`src/iotsd_map.svh`:
```
// Offsets, field positions and reset values of the terminal status display.
// Assumes it is included by bare name after the package and before use.
`ifndef IOTSD_MAP_SVH
`define IOTSD_MAP_SVH

`define IOTSD_ADDR_CTRL       8'h00
`define IOTSD_ADDR_IN_WORD    8'h04
`define IOTSD_ADDR_OUT_WORD   8'h08
`define IOTSD_ADDR_IMAGE      8'h0c

`define IOTSD_CTRL_HEX        0
`define IOTSD_CTRL_OUT_WORD   1
`define IOTSD_CTRL_COMM       2
`define IOTSD_CTRL_RESET      3'h0
`define IOTSD_CTRL_SEL_RESET  1'b0
`define IOTSD_CTRL_COMM_RESET 1'b0
`define IOTSD_DIGIT_DARK      8'h00

`define IOTSD_IN_FWD          0
`define IOTSD_IN_REV          1
`define IOTSD_IN_GEN1         2
`define IOTSD_IN_GEN2         3
`define IOTSD_IN_GEN3         4
`define IOTSD_IN_COMM_FWD     13
`define IOTSD_IN_COMM_REV     14
`define IOTSD_IN_COMM_CLR     15
`define IOTSD_OUT_TRANSISTOR  0
`define IOTSD_OUT_RELAY       8

`define IOTSD_SEG_A           0
`define IOTSD_SEG_B           1
`define IOTSD_SEG_C           2
`define IOTSD_SEG_D           3
`define IOTSD_SEG_E           4
`define IOTSD_SEG_F           5
`define IOTSD_SEG_G           6
`define IOTSD_SEG_DP          7

`define IOTSD_WORD_RESET      16'h0000
`define IOTSD_IMAGE_RESET     32'h0000_0000
`define IOTSD_RDATA_RESET     32'h0000_0000

`endif

```
`src/iotsd_pkg.sv`:
```
// Types shared by the terminal status display modules.
// Assumes the constants of iotsd_map.svh for field positions.
package iotsd_pkg;

    typedef enum logic [1:0] {
        IOTSD_VIEW_SEG = 2'b01,
        IOTSD_VIEW_HEX = 2'b10
    } iotsd_view_t;

    typedef logic [7:0]  iotsd_seg_t;
    typedef logic [15:0] iotsd_word_t;

endpackage
```
`src/iotsd_glyph_if.sv`:
```
// Carrier between the display encoder and its hexadecimal glyph decoder.
// Assumes both ends sit in the same clock domain; the decoder is combinational.
`timescale 1ns/1ns
interface iotsd_glyph_if;
    iotsd_pkg::iotsd_word_t word;
    logic [27:0]            glyphs;

    modport enc (output word, input glyphs);
    modport dec (input word, output glyphs);
endinterface

```
`src/iotsd_display.sv`:
```
// Encodes drive terminal states into a four-digit seven-segment monitor image.
// Assumes terminal inputs are already synchronous to sys_clk and active high.
//
// What this block does
// - Operator selects segment view or hex view.
// - Digit one segments a-e show five inputs.
// - Digit three segment a shows transistor output.
// - Digit four segment a shows relay contact.
// - In segment view, all signals off lights dashes everywhere.
// - Digit two f, g, dp show link commands.
// - Hex view packs sixteen bits, top nibble left.
// - Unassigned hex bits read zero.
// - Forward bit 0, backward 1, generals 2-4.
// - Input bit is one while terminal shorted.
// - Output word bit 0 is transistor output.
// - Output word bit 8 is relay contact.
// - Link clear, backward, forward at 15-13.
// - Link control adds the three link commands.
// - Link commands shown uninverted, as received.
// - Each nibble shown as one hex glyph.
`timescale 1ns/1ns
`include "iotsd_map.svh"
module iotsd_display
(
    input  wire logic        sys_clk,
    input  wire logic        arst_n,
    input  wire logic        forwardRunInput,
    input  wire logic        backwardRunInput,
    input  wire logic        generalInputOne,
    input  wire logic        generalInputTwo,
    input  wire logic        generalInputThree,
    input  wire logic        transistorOutput,
    input  wire logic        alarmRelayContact,
    input  wire logic        commForwardCommand,
    input  wire logic        commBackwardCommand,
    input  wire logic        commFaultClearCommand,
    input  wire logic [7:0]  regAddr,
    input  wire logic [31:0] regWrData,
    input  wire logic        regWrStrobe,
    input  wire logic        regRdStrobe,
    output logic      [31:0] regRdData,
    output logic      [31:0] ledImage
);

    logic [2:0]              ctrlValue;
    logic                    ctrlWrite;
    iotsd_pkg::iotsd_view_t  view_reg;
    logic                    wordSel_reg;
    logic                    commMode_reg;
    iotsd_pkg::iotsd_word_t  inWord_reg;
    iotsd_pkg::iotsd_word_t  inWord_next;
    iotsd_pkg::iotsd_word_t  outWord_reg;
    iotsd_pkg::iotsd_word_t  outWord_next;
    logic [31:0]             ledImage_reg;
    logic [31:0]             ledImage_next;
    logic [31:0]             regRdData_reg;
    logic [31:0]             regRdData_next;
    iotsd_pkg::iotsd_view_t  view;
    logic                    commMode;
    logic                    allOff;
    logic                    inIdle;
    logic                    outIdle;
    iotsd_pkg::iotsd_seg_t   digitOne;
    iotsd_pkg::iotsd_seg_t   digitTwo;
    iotsd_pkg::iotsd_seg_t   digitThree;
    iotsd_pkg::iotsd_seg_t   digitFour;
    logic [31:0]             segImage;
    logic [31:0]             hexImage;

    iotsd_glyph_if glyphBus ();

    iotsd_hex_decoder uDecoder
    (
        .glyphBus (glyphBus)
    );

    assign ctrlWrite = regWrStrobe && (regAddr == `IOTSD_ADDR_CTRL);
    assign commMode  = commMode_reg;
    assign view      = view_reg;
    assign ctrlValue = {commMode_reg, wordSel_reg, view_reg == iotsd_pkg::IOTSD_VIEW_HEX};

    // View select of the control register: segment image or hex word.
    always_ff @(posedge sys_clk or negedge arst_n)
    begin
        if (!arst_n)
            view_reg <= iotsd_pkg::IOTSD_VIEW_SEG;
        else if (ctrlWrite)
            view_reg <= regWrData[`IOTSD_CTRL_HEX] ? iotsd_pkg::IOTSD_VIEW_HEX
                                                   : iotsd_pkg::IOTSD_VIEW_SEG;
    end

    // Word select of the control register: input word or output word.
    always_ff @(posedge sys_clk or negedge arst_n)
    begin
        if (!arst_n)
            wordSel_reg <= `IOTSD_CTRL_SEL_RESET;
        else if (ctrlWrite)
            wordSel_reg <= regWrData[`IOTSD_CTRL_OUT_WORD];
    end

    // Link control bit of the control register; it gates the link commands.
    always_ff @(posedge sys_clk or negedge arst_n)
    begin
        if (!arst_n)
            commMode_reg <= `IOTSD_CTRL_COMM_RESET;
        else if (ctrlWrite)
            commMode_reg <= regWrData[`IOTSD_CTRL_COMM];
    end

    // Input word: unlisted bits stay zero, link bits only under link control.
    always_comb
    begin
        inWord_next                     = `IOTSD_WORD_RESET;
        inWord_next[`IOTSD_IN_FWD]      = forwardRunInput;
        inWord_next[`IOTSD_IN_REV]      = backwardRunInput;
        inWord_next[`IOTSD_IN_GEN1]     = generalInputOne;
        inWord_next[`IOTSD_IN_GEN2]     = generalInputTwo;
        inWord_next[`IOTSD_IN_GEN3]     = generalInputThree;
        inWord_next[`IOTSD_IN_COMM_FWD] = commMode & commForwardCommand;
        inWord_next[`IOTSD_IN_COMM_REV] = commMode & commBackwardCommand;
        inWord_next[`IOTSD_IN_COMM_CLR] = commMode & commFaultClearCommand;
    end

    always_comb
    begin
        outWord_next                        = `IOTSD_WORD_RESET;
        outWord_next[`IOTSD_OUT_TRANSISTOR] = transistorOutput;
        outWord_next[`IOTSD_OUT_RELAY]      = alarmRelayContact;
    end

    // Input terminal states are sampled every cycle.
    always_ff @(posedge sys_clk or negedge arst_n)
    begin
        if (!arst_n)
            inWord_reg <= `IOTSD_WORD_RESET;
        else
            inWord_reg <= inWord_next;
    end

    // Output terminal states are sampled every cycle.
    always_ff @(posedge sys_clk or negedge arst_n)
    begin
        if (!arst_n)
            outWord_reg <= `IOTSD_WORD_RESET;
        else
            outWord_reg <= outWord_next;
    end

    assign inIdle  = (inWord_reg == `IOTSD_WORD_RESET);
    assign outIdle = (outWord_reg == `IOTSD_WORD_RESET);
    assign allOff  = inIdle && outIdle;

    // Rightmost digit: run and general inputs, or a dash.
    always_comb
    begin
        digitOne = `IOTSD_DIGIT_DARK;
        if (allOff)
            digitOne[`IOTSD_SEG_G] = 1'b1;
        else
        begin
            digitOne[`IOTSD_SEG_A] = inWord_reg[`IOTSD_IN_FWD];
            digitOne[`IOTSD_SEG_B] = inWord_reg[`IOTSD_IN_REV];
            digitOne[`IOTSD_SEG_C] = inWord_reg[`IOTSD_IN_GEN1];
            digitOne[`IOTSD_SEG_D] = inWord_reg[`IOTSD_IN_GEN2];
            digitOne[`IOTSD_SEG_E] = inWord_reg[`IOTSD_IN_GEN3];
        end
    end

    // Second digit: the three link commands, or a dash.
    always_comb
    begin
        digitTwo = `IOTSD_DIGIT_DARK;
        if (allOff)
            digitTwo[`IOTSD_SEG_G] = 1'b1;
        else
        begin
            digitTwo[`IOTSD_SEG_F]  = inWord_reg[`IOTSD_IN_COMM_FWD];
            digitTwo[`IOTSD_SEG_G]  = inWord_reg[`IOTSD_IN_COMM_REV];
            digitTwo[`IOTSD_SEG_DP] = inWord_reg[`IOTSD_IN_COMM_CLR];
        end
    end

    // Third digit: the transistor output, or a dash.
    always_comb
    begin
        digitThree = `IOTSD_DIGIT_DARK;
        if (allOff)
            digitThree[`IOTSD_SEG_G] = 1'b1;
        else
        begin
            digitThree[`IOTSD_SEG_A] = outWord_reg[`IOTSD_OUT_TRANSISTOR];
        end
    end

    // Leftmost digit: the relay contact, or a dash.
    always_comb
    begin
        digitFour = `IOTSD_DIGIT_DARK;
        if (allOff)
            digitFour[`IOTSD_SEG_G] = 1'b1;
        else
        begin
            digitFour[`IOTSD_SEG_A] = outWord_reg[`IOTSD_OUT_RELAY];
        end
    end

    // Segment view image; digit four in the top byte, digit one in the bottom.
    assign segImage = {digitFour, digitThree, digitTwo, digitOne};

    // Hex view shows the input word or the output word as chosen.
    assign glyphBus.word = wordSel_reg ? outWord_reg : inWord_reg;

    // Decimal points stay dark in hex view.
    assign hexImage = {1'b0, glyphBus.glyphs[27:21],
                       1'b0, glyphBus.glyphs[20:14],
                       1'b0, glyphBus.glyphs[13:7],
                       1'b0, glyphBus.glyphs[6:0]};

    always_comb
    begin
        case (view)
            iotsd_pkg::IOTSD_VIEW_SEG: ledImage_next = segImage;
            iotsd_pkg::IOTSD_VIEW_HEX: ledImage_next = hexImage;
            default:                   ledImage_next = `IOTSD_IMAGE_RESET;
        endcase
    end

    always_ff @(posedge sys_clk or negedge arst_n)
    begin
        if (!arst_n)
            ledImage_reg <= `IOTSD_IMAGE_RESET;
        else
            ledImage_reg <= ledImage_next;
    end

    assign ledImage = ledImage_reg;

    // Read data stands in the cycle after the read strobe only.
    always_comb
    begin
        regRdData_next = `IOTSD_RDATA_RESET;
        if (regRdStrobe)
        begin
            case (regAddr)
                `IOTSD_ADDR_CTRL:     regRdData_next = {29'h0, ctrlValue};
                `IOTSD_ADDR_IN_WORD:  regRdData_next = {16'h0000, inWord_reg};
                `IOTSD_ADDR_OUT_WORD: regRdData_next = {16'h0000, outWord_reg};
                `IOTSD_ADDR_IMAGE:    regRdData_next = ledImage_reg;
                default:              regRdData_next = `IOTSD_RDATA_RESET;
            endcase
        end
    end

    always_ff @(posedge sys_clk or negedge arst_n)
    begin
        if (!arst_n)
            regRdData_reg <= `IOTSD_RDATA_RESET;
        else
            regRdData_reg <= regRdData_next;
    end

    assign regRdData = regRdData_reg;

endmodule

```
`src/iotsd_hex_decoder.sv`:
```
// Turns a 16-bit word into four seven-segment hexadecimal glyphs.
// Assumes segment a in bit 0 through segment g in bit 6; no clock needed.
`timescale 1ns/1ns
module iotsd_hex_decoder
(
    iotsd_glyph_if.dec glyphBus
);

    function automatic logic [6:0] hexGlyph(input logic [3:0] nibble);
        logic [6:0] g;
        g = 7'h00;
        case (nibble)
            4'h0:    g = 7'h3f;
            4'h1:    g = 7'h06;
            4'h2:    g = 7'h5b;
            4'h3:    g = 7'h4f;
            4'h4:    g = 7'h66;
            4'h5:    g = 7'h6d;
            4'h6:    g = 7'h7d;
            4'h7:    g = 7'h07;
            4'h8:    g = 7'h7f;
            4'h9:    g = 7'h6f;
            4'ha:    g = 7'h77;
            4'hb:    g = 7'h7c;
            4'hc:    g = 7'h39;
            4'hd:    g = 7'h5e;
            4'he:    g = 7'h79;
            4'hf:    g = 7'h71;
            default: g = 7'h00;
        endcase
        return g;
    endfunction

    // Each nibble becomes one digit, covering all sixteen values.
    genvar d;
    generate
        for (d = 0; d < 4; d++)
        begin : gDigit
            assign glyphBus.glyphs[d*7 +: 7] = hexGlyph(glyphBus.word[d*4 +: 4]);
        end
    endgenerate

endmodule

```
`config.mk`:
```
export PLATFORM = sky130hd
export DESIGN_NAME = iotsd_display
export DESIGN_NICKNAME = d
export VERILOG_FILES = /design/src/iotsd_pkg.sv /design/src/iotsd_glyph_if.sv /design/src/iotsd_display.sv /design/src/iotsd_hex_decoder.sv
export VERILOG_INCLUDE_DIRS = /design/src
export SDC_FILE = /design/constraint.sdc
export NUM_CORES = 1
export LEC_CHECK = 0
export BUFFER_PORTS_ARGS = -buffer_cell sky130_fd_sc_hd__buf_2
export CAP_MARGIN = 20
export CELL_PAD_IN_SITES_DETAIL_PLACEMENT = 0
export CELL_PAD_IN_SITES_GLOBAL_PLACEMENT = 1
export CORE_UTILIZATION = 32
export CTS_CLUSTER_DIAMETER = 200
export DETAILED_ROUTE_END_ITERATION = 16
export GPL_ROUTABILITY_DRIVEN = 0
export HOLD_SLACK_MARGIN = 0.03
export PLACE_DENSITY = 0.82
export SYNTH_ARGS = -nofsm -noshare
export SYNTH_HDL_FRONTEND = slang
export SYNTH_SLANG_ARGS = --single-unit
```
`constraint.sdc`:
```
create_clock -name sys_clk -period 2.2 [get_ports sys_clk]
set_input_delay 0.44 -clock sys_clk [delete_from_list [all_inputs] [get_ports sys_clk]]
set_output_delay 0.44 -clock sys_clk [all_outputs]
set_load 0.01 [all_outputs]
```
# --- Word level (Yosys, flattened, before mapping) ---
# Memory sizes are Yosys's and may differ from the RTL's.
# Cells that the tools add are included.
classes:
  n_addsub: 0
  mul: 0
  div_mod_pow: 0
  order_cmp: 0
  eq_ne: 5
  n_shift: 0
  n_mux: 12
  n_bitwise: 3
  n_reduce_logical: 5
ops:
  columns: ["op", "count"]
  rows:
  - ["$pmux 32 s4", 1]
  - ["$pmux 31 s2", 1]
  - ["$logic_not 16->1", 2]
  - ["$mux 32", 1]
  - ["$eq 8x4->1 const B", 2]
  - ["$mux 16", 1]
  - ["$eq 8x3->1 const B", 1]
  - ["$logic_not 8->1", 1]
  - ["$mux 1", 6]
  - ["$mux 5", 1]
  - ["$and 1x1->1", 3]
  - ["$eq 2x1->1 const B", 1]
  - ["$eq 2x2->1 const B", 1]
  - ["$logic_and 1x1->1", 2]
  - ["$mux 2", 1]
word_totals:
  ff_bits: 78
  latchBits: 0
  ramBits: 0
  rom_bits: 448
  inputBits: 54
  out_inout_bits: 64
  elab_cells: 36
  mem_count: 4
mem_list:
  columns: ["name", "words", "width", "rd", "rd_clocked_by_memory_dff", "wr", "line", "rtl"]
  rows:
  - ["(name not given)", 16, 7, 1, 0, 0, "iotsd_hex_decoder.sv:12", "case (nibble)"]
  - ["(name not given)", 16, 7, 1, 0, 0, "iotsd_hex_decoder.sv:12", null]
  - ["(name not given)", 16, 7, 1, 0, 0, "iotsd_hex_decoder.sv:12", null]
  - ["(name not given)", 16, 7, 1, 0, 0, "iotsd_hex_decoder.sv:12", null]

# --- Logic depth before layout (Yosys ltp) ---
depth:
  depth_word: 4
  ltp_mapped: 8
  ltp_nobuf: 7

# --- Cells and area by module ---
# From an unflattened synthesis, not the netlist that was laid out.
hier_totals:
  cells_unflattened: 337
  area_unflattened_um2: 3667.3
modules_own_cells:
  columns: ["mod", "instances", "cells_each", "area_each_um2", "seq_area_each_um2"]
  rows:
  - ["iotsd_display", 1, 203, 2666.3, 1803.0]
  - ["iotsd_hex_decoder", 1, 134, 1001.0, 0.0]

# --- Least setup slack after synthesis ---
# OpenSTA, ideal clock, no wires.
synth_timing:
  path_kind: "flip-flop to flip-flop"
  start: "register wordSel_reg"
  end: "register ledImage_reg[2] (netlist: ledImage[2])"
  setup_ps: 126
  arrival_ps: 1950
  required_time_ps: 2074
  slack_ps: 124
  path_stages_with_launch: 9
  n_path_buf: 1
  synth_period_minus_slack_ps: 2076
  cell_sequence: "dfrtp_1 -> buf_2 -> inv_1 -> a21boi_0 -> inv_1 -> ha_1 -> and4bb_2 -> nor2_1 -> a221o_1"
synth_between:
  elab_chain_cells: 3
synth_lines:
  columns: ["item", "line", "rtl"]
  rows:
  - ["start, declared", "iotsd_display.sv:48", "logic wordSel_reg;"]
  - ["start signal, assigned", "iotsd_display.sv:96", "wordSel_reg <= `IOTSD_CTRL_SEL_RESET;"]
  - ["start signal, assigned", "iotsd_display.sv:98", "wordSel_reg <= regWrData[`IOTSD_CTRL_OUT_WORD];"]
  - ["$mux 16", "iotsd_display.sv:211", "assign glyphBus.word = wordSel_reg ? outWord_reg : inWord_reg;"]
  - ["$mem_v2 16x7", null, null]
  - ["$pmux 31 s2", "iotsd_display.sv:221", "case (view)"]
  - ["via ledImage_next[2]", "iotsd_display.sv:55", "logic [31:0] ledImage_next;"]
  - ["end signal, assigned", "iotsd_display.sv:231", "ledImage_reg <= `IOTSD_IMAGE_RESET;"]
  - ["end signal, assigned", "iotsd_display.sv:233", "ledImage_reg <= ledImage_next;"]
  - ["end, declared", "iotsd_display.sv:54", "logic [31:0] ledImage_reg;"]
# The timed path passes the listed nets, and every way through them passes these cells.
# A chain may end at the register's enable or synchronous reset.

# --- Final worst setup path ---
layout_timing:
  start: "register inWord_reg[1]"
  end: "register ledImage_reg[2] (netlist: ledImage[2])"
layout_between:
  elab_chain_cells: 4
  word_cells_on_any_way: 6
  classes_between: "mux: 3; reduce/logical: 2; memory: 1"
layout_lines:
  columns: ["item", "line", "rtl"]
  rows:
  - ["start, declared", "iotsd_display.sv:50", "iotsd_pkg::iotsd_word_t inWord_reg;"]
  - ["start signal, assigned", "iotsd_display.sv:135", "inWord_reg <= `IOTSD_WORD_RESET;"]
  - ["start signal, assigned", "iotsd_display.sv:137", "inWord_reg <= inWord_next;"]
  - ["branches (longest 3 deep; another with $mem_v2 16x7)", null, null]
  - ["$pmux 31 s2 (*)", "iotsd_display.sv:221", null]
  - ["via ledImage_next[2]", "iotsd_display.sv:55", null]
# Mark *: on every way through the listed nets, which the timed path passes.

==> impl_metrics.env <==
export IMPL_status="finished clean"
export IMPL_clkTransAtPathRegs_ns=0.07
export IMPL_fin_skew_ns=0.005065
export IMPL_drive_gt1_share_pct=38.31
export IMPL_first_global_vias=1880
export IMPL_dp_hpwl_um=4198
export IMPL_grt_usage_pct=13.97
export IMPL_end_kind="flop"
export IMPL_cts_path_max_buffers=2
export IMPL_critPathArrivalTime_ns=2.17
export IMPL_ant_nets=0
export IMPL_holdBufCountCts=0
export IMPL_fin_tns_setup_ns=0
export IMPL_antenna_cells=0
export IMPL_p_total_uw=2253
export IMPL_cp_startpoint="inWord_reg[1]"
export IMPL_startpoint_type="flop"
export IMPL_r2r_setup_slack_ns=0.24
export IMPL_cts_resized=0
export IMPL_setup_violations=0
export IMPL_swShare_pct=25.44
export IMPL_p_leak_uw=0.001792
export IMPL_grt_pass1_wl_um=9045
export IMPL_syn_to_final_growth_pct=22.68
export IMPL_final_hold_viol_count=0
export IMPL_drt_first_pass_iters=4
export IMPL_grt_setup_unrepaired="no"
export IMPL_yosysSeqAreaShare_pct=55.58
export IMPL_design_area_mm2=0.003262
export IMPL_slew_violations=0
export IMPL_wl_per_cell_um=13.60
export IMPL_max_cap_violations=0
export IMPL_crit_chain="nor2b_1 > inv_1 > ha_1 > and4bb_2 > nor2_1 > a221o_1"
export IMPL_clk_latency_ns=0.33
export IMPL_synth_top_area_share_pct=54.59
export IMPL_overflow=0
export IMPL_synth_area_top_cells="dfrtp_1 55%, buf_4 5.4%, and2_1 4.9%"
export IMPL_fp_dieH_um=93.15
export IMPL_drt_iter0_markers=76
export IMPL_synth_top_cell_by_area="dfrtp_1"
export IMPL_synth_warnings=0
export IMPL_fin_nets=366
export IMPL_drt_vias_per_instance=4.590
export IMPL_ys_seq_elements=59
export IMPL_power_density_mw_per_mm2=690.7
export IMPL_combPwrFrac_pct=9.3
export IMPL_r2r_end="ledImage[2]"
export IMPL_fin_hold_ws_ns=0.1210
export IMPL_pre_cts_ws_ns=0.2651
export IMPL_synth_flop_cell="dfrtp_1"
export IMPL_via_count=1882
export IMPL_vdd_drop_max_mv=0.4368
export IMPL_clock_root_buffer="clkbuf_8"
export IMPL_rows=32
export IMPL_cp_required_ns=2.41
export IMPL_coreArea_mm2=0.007888
export IMPL_power_switching_uw=573.2
export IMPL_syn_inst=227
export IMPL_path_class="reg -> reg"
export IMPL_crit_path_top_delay_cell="dfrtp_1"
export IMPL_largest_reg_flops=23
export IMPL_io_buffers=82
export IMPL_numClockSinks=59
export IMPL_syn_area_per_cell_um2=11.71
export IMPL_reg2reg_depth=6
export IMPL_seq_power_share_pct=51.0
export IMPL_routed_wl_um=5574
export IMPL_numCtsBuffers=9
export IMPL_worst_setup_path_endpoint="ledImage[2]"
export IMPL_cts_max_level=3
export IMPL_drc_errors=0
export IMPL_power_internal_uw=1680
export IMPL_grt_max_degree=31
export IMPL_start_util_pct=33.71
export IMPL_synth_edff_count=0
export IMPL_reg2reg_from="inWord_reg[1]"
export IMPL_synth_area_mm2=0.002659
export IMPL_crit_fanout=5
export IMPL_io_pins=118
export IMPL_antenna_found_initial=0
export IMPL_fin_crit_ns=1.958
export IMPL_cpPeakStageDelay_ns=0.44
export IMPL_dpl_cell_area_mm2=0.003073
export IMPL_max_freq_ghz=0.5107
export IMPL_finalCritPeriodShare_pct=89.00
export IMPL_synth_distinct_cells=45
export IMPL_cts_tree="yes"
export IMPL_die_w_um=93.15
export IMPL_async_reset_ff_share_pct=100.0
export IMPL_dieArea_mm2=0.008677
export IMPL_layout_setup_ws_ns=0.2421
export IMPL_postCtsSetupBuffers=0
export IMPL_pwr_share_clk_pct=39.7
export IMPL_holdCritPathClass="in -> async"
[power groups by stage]
stage | combinational (µW) | clock [µW] | sequential (µW)
floorplan | 122 | 0 | 1160
global placement | 210 | 0 | 1170
detailed placement | 213 | 0 | 1170
CTS | 214 | 927 | 1150
global route | 237 | 985 | 1150
finish | 210 | 894 | 1150
[cell usage after synthesis (3+ instances only)]
cell type	instances
inv_1	9
nor3_1	3
a31oi_1	3
mux2_2	4
and2_1	21
nand2b_1	4
nand2_1	7
dfrtp_1	58
a21oi_1	5
mux2i_1	10
buf_2	6
ha_1	9
buf_4	19
o21ai_0	4
clkbuf_1	3
nor2b_1	6
nor2_1	17
[per-layer routing]
layer / up-vias / share of wire (%) / GRT usage, %
li1: 899 / - / -
met1: 879 / 45 / 18.18
met2: 99 / 46 / 21.14
met3: 5 / 8.4 / 5.447
met4: 0 / 0.65 / 4.872
met5: - / 0 / 0
[area by class of cell]
cell class	count	area, µm²
clock buffers	11	151.4
multi-input cells	135	970.9
flip-flops and latches	59	1478
fillers	766	4626
clock inverters	5	37.54
inverters	9	33.78
well taps	102	127.6
repair buffers	89	462.9
[placed cells by master (no fill, tap or decap), types with 3 or more instances in the layout]
cell type / n
buf_4: 7
conb_1: 6
a21oi_1: 5
a31oi_1: 3
nor2b_1: 6
and2_1: 21
nand2_1: 7
clkbuf_8: 11
o21ai_0: 4
mux2_2: 4
inv_1: 9
ha_1: 9
buf_2: 82
nor2_1: 17
nor3_1: 3
nand2b_1: 4
mux2i_1: 10
dfrtp_1: 58
[cell families after synthesis]
group / count (synthesis) / share of synthesized area (%)
other cells: 1 / 0.1410
fa+ha+maj: 9 / 4.235
mux: 15 / 6.306
simple gates: 73 / 16.42
buf+inv: 38 / 8.612
compound gates: 32 / 8.706
flops: 59 / 55.58
[how the worst min path moves through the flow]
stage | from | end | slack [ns] | cells past startpoint
4_1_cts | arst_n | regRdData[30] | 0.12 | 2
3_5_place_dp | ledImage[22] | regRdData[22] | 0.46 | 1
5_1_grt | arst_n | regRdData[26] | 0.13 | 2
3_3_place_gp | ledImage[16] | regRdData[16] | 0.46 | 1
2_1_floorplan | arst_n | commMode | 0.14 | 0
6_report | arst_n | regRdData[30] | 0.12 | 2
[critical path: cells and delay by family (launching register included)]
| kind | cells | cell delay (ns) |
|---|---|---|
| fa+ha+maj | 1 | 0.26 |
| compound gates | 1 | 0.34 |
| flops | 1 | 0.44 |
| simple gates | 3 | 0.67 |
| buf+inv | 1 | 0.13 |
[per-stage QoR]
step,utilization (%),std cells
floorplan,-,232
global placement,38.96,394
detailed placement,38.96,394
CTS,41.35,410
global route,41.35,410
finish,41.35,410
Power figures use the tool's default switching activity.
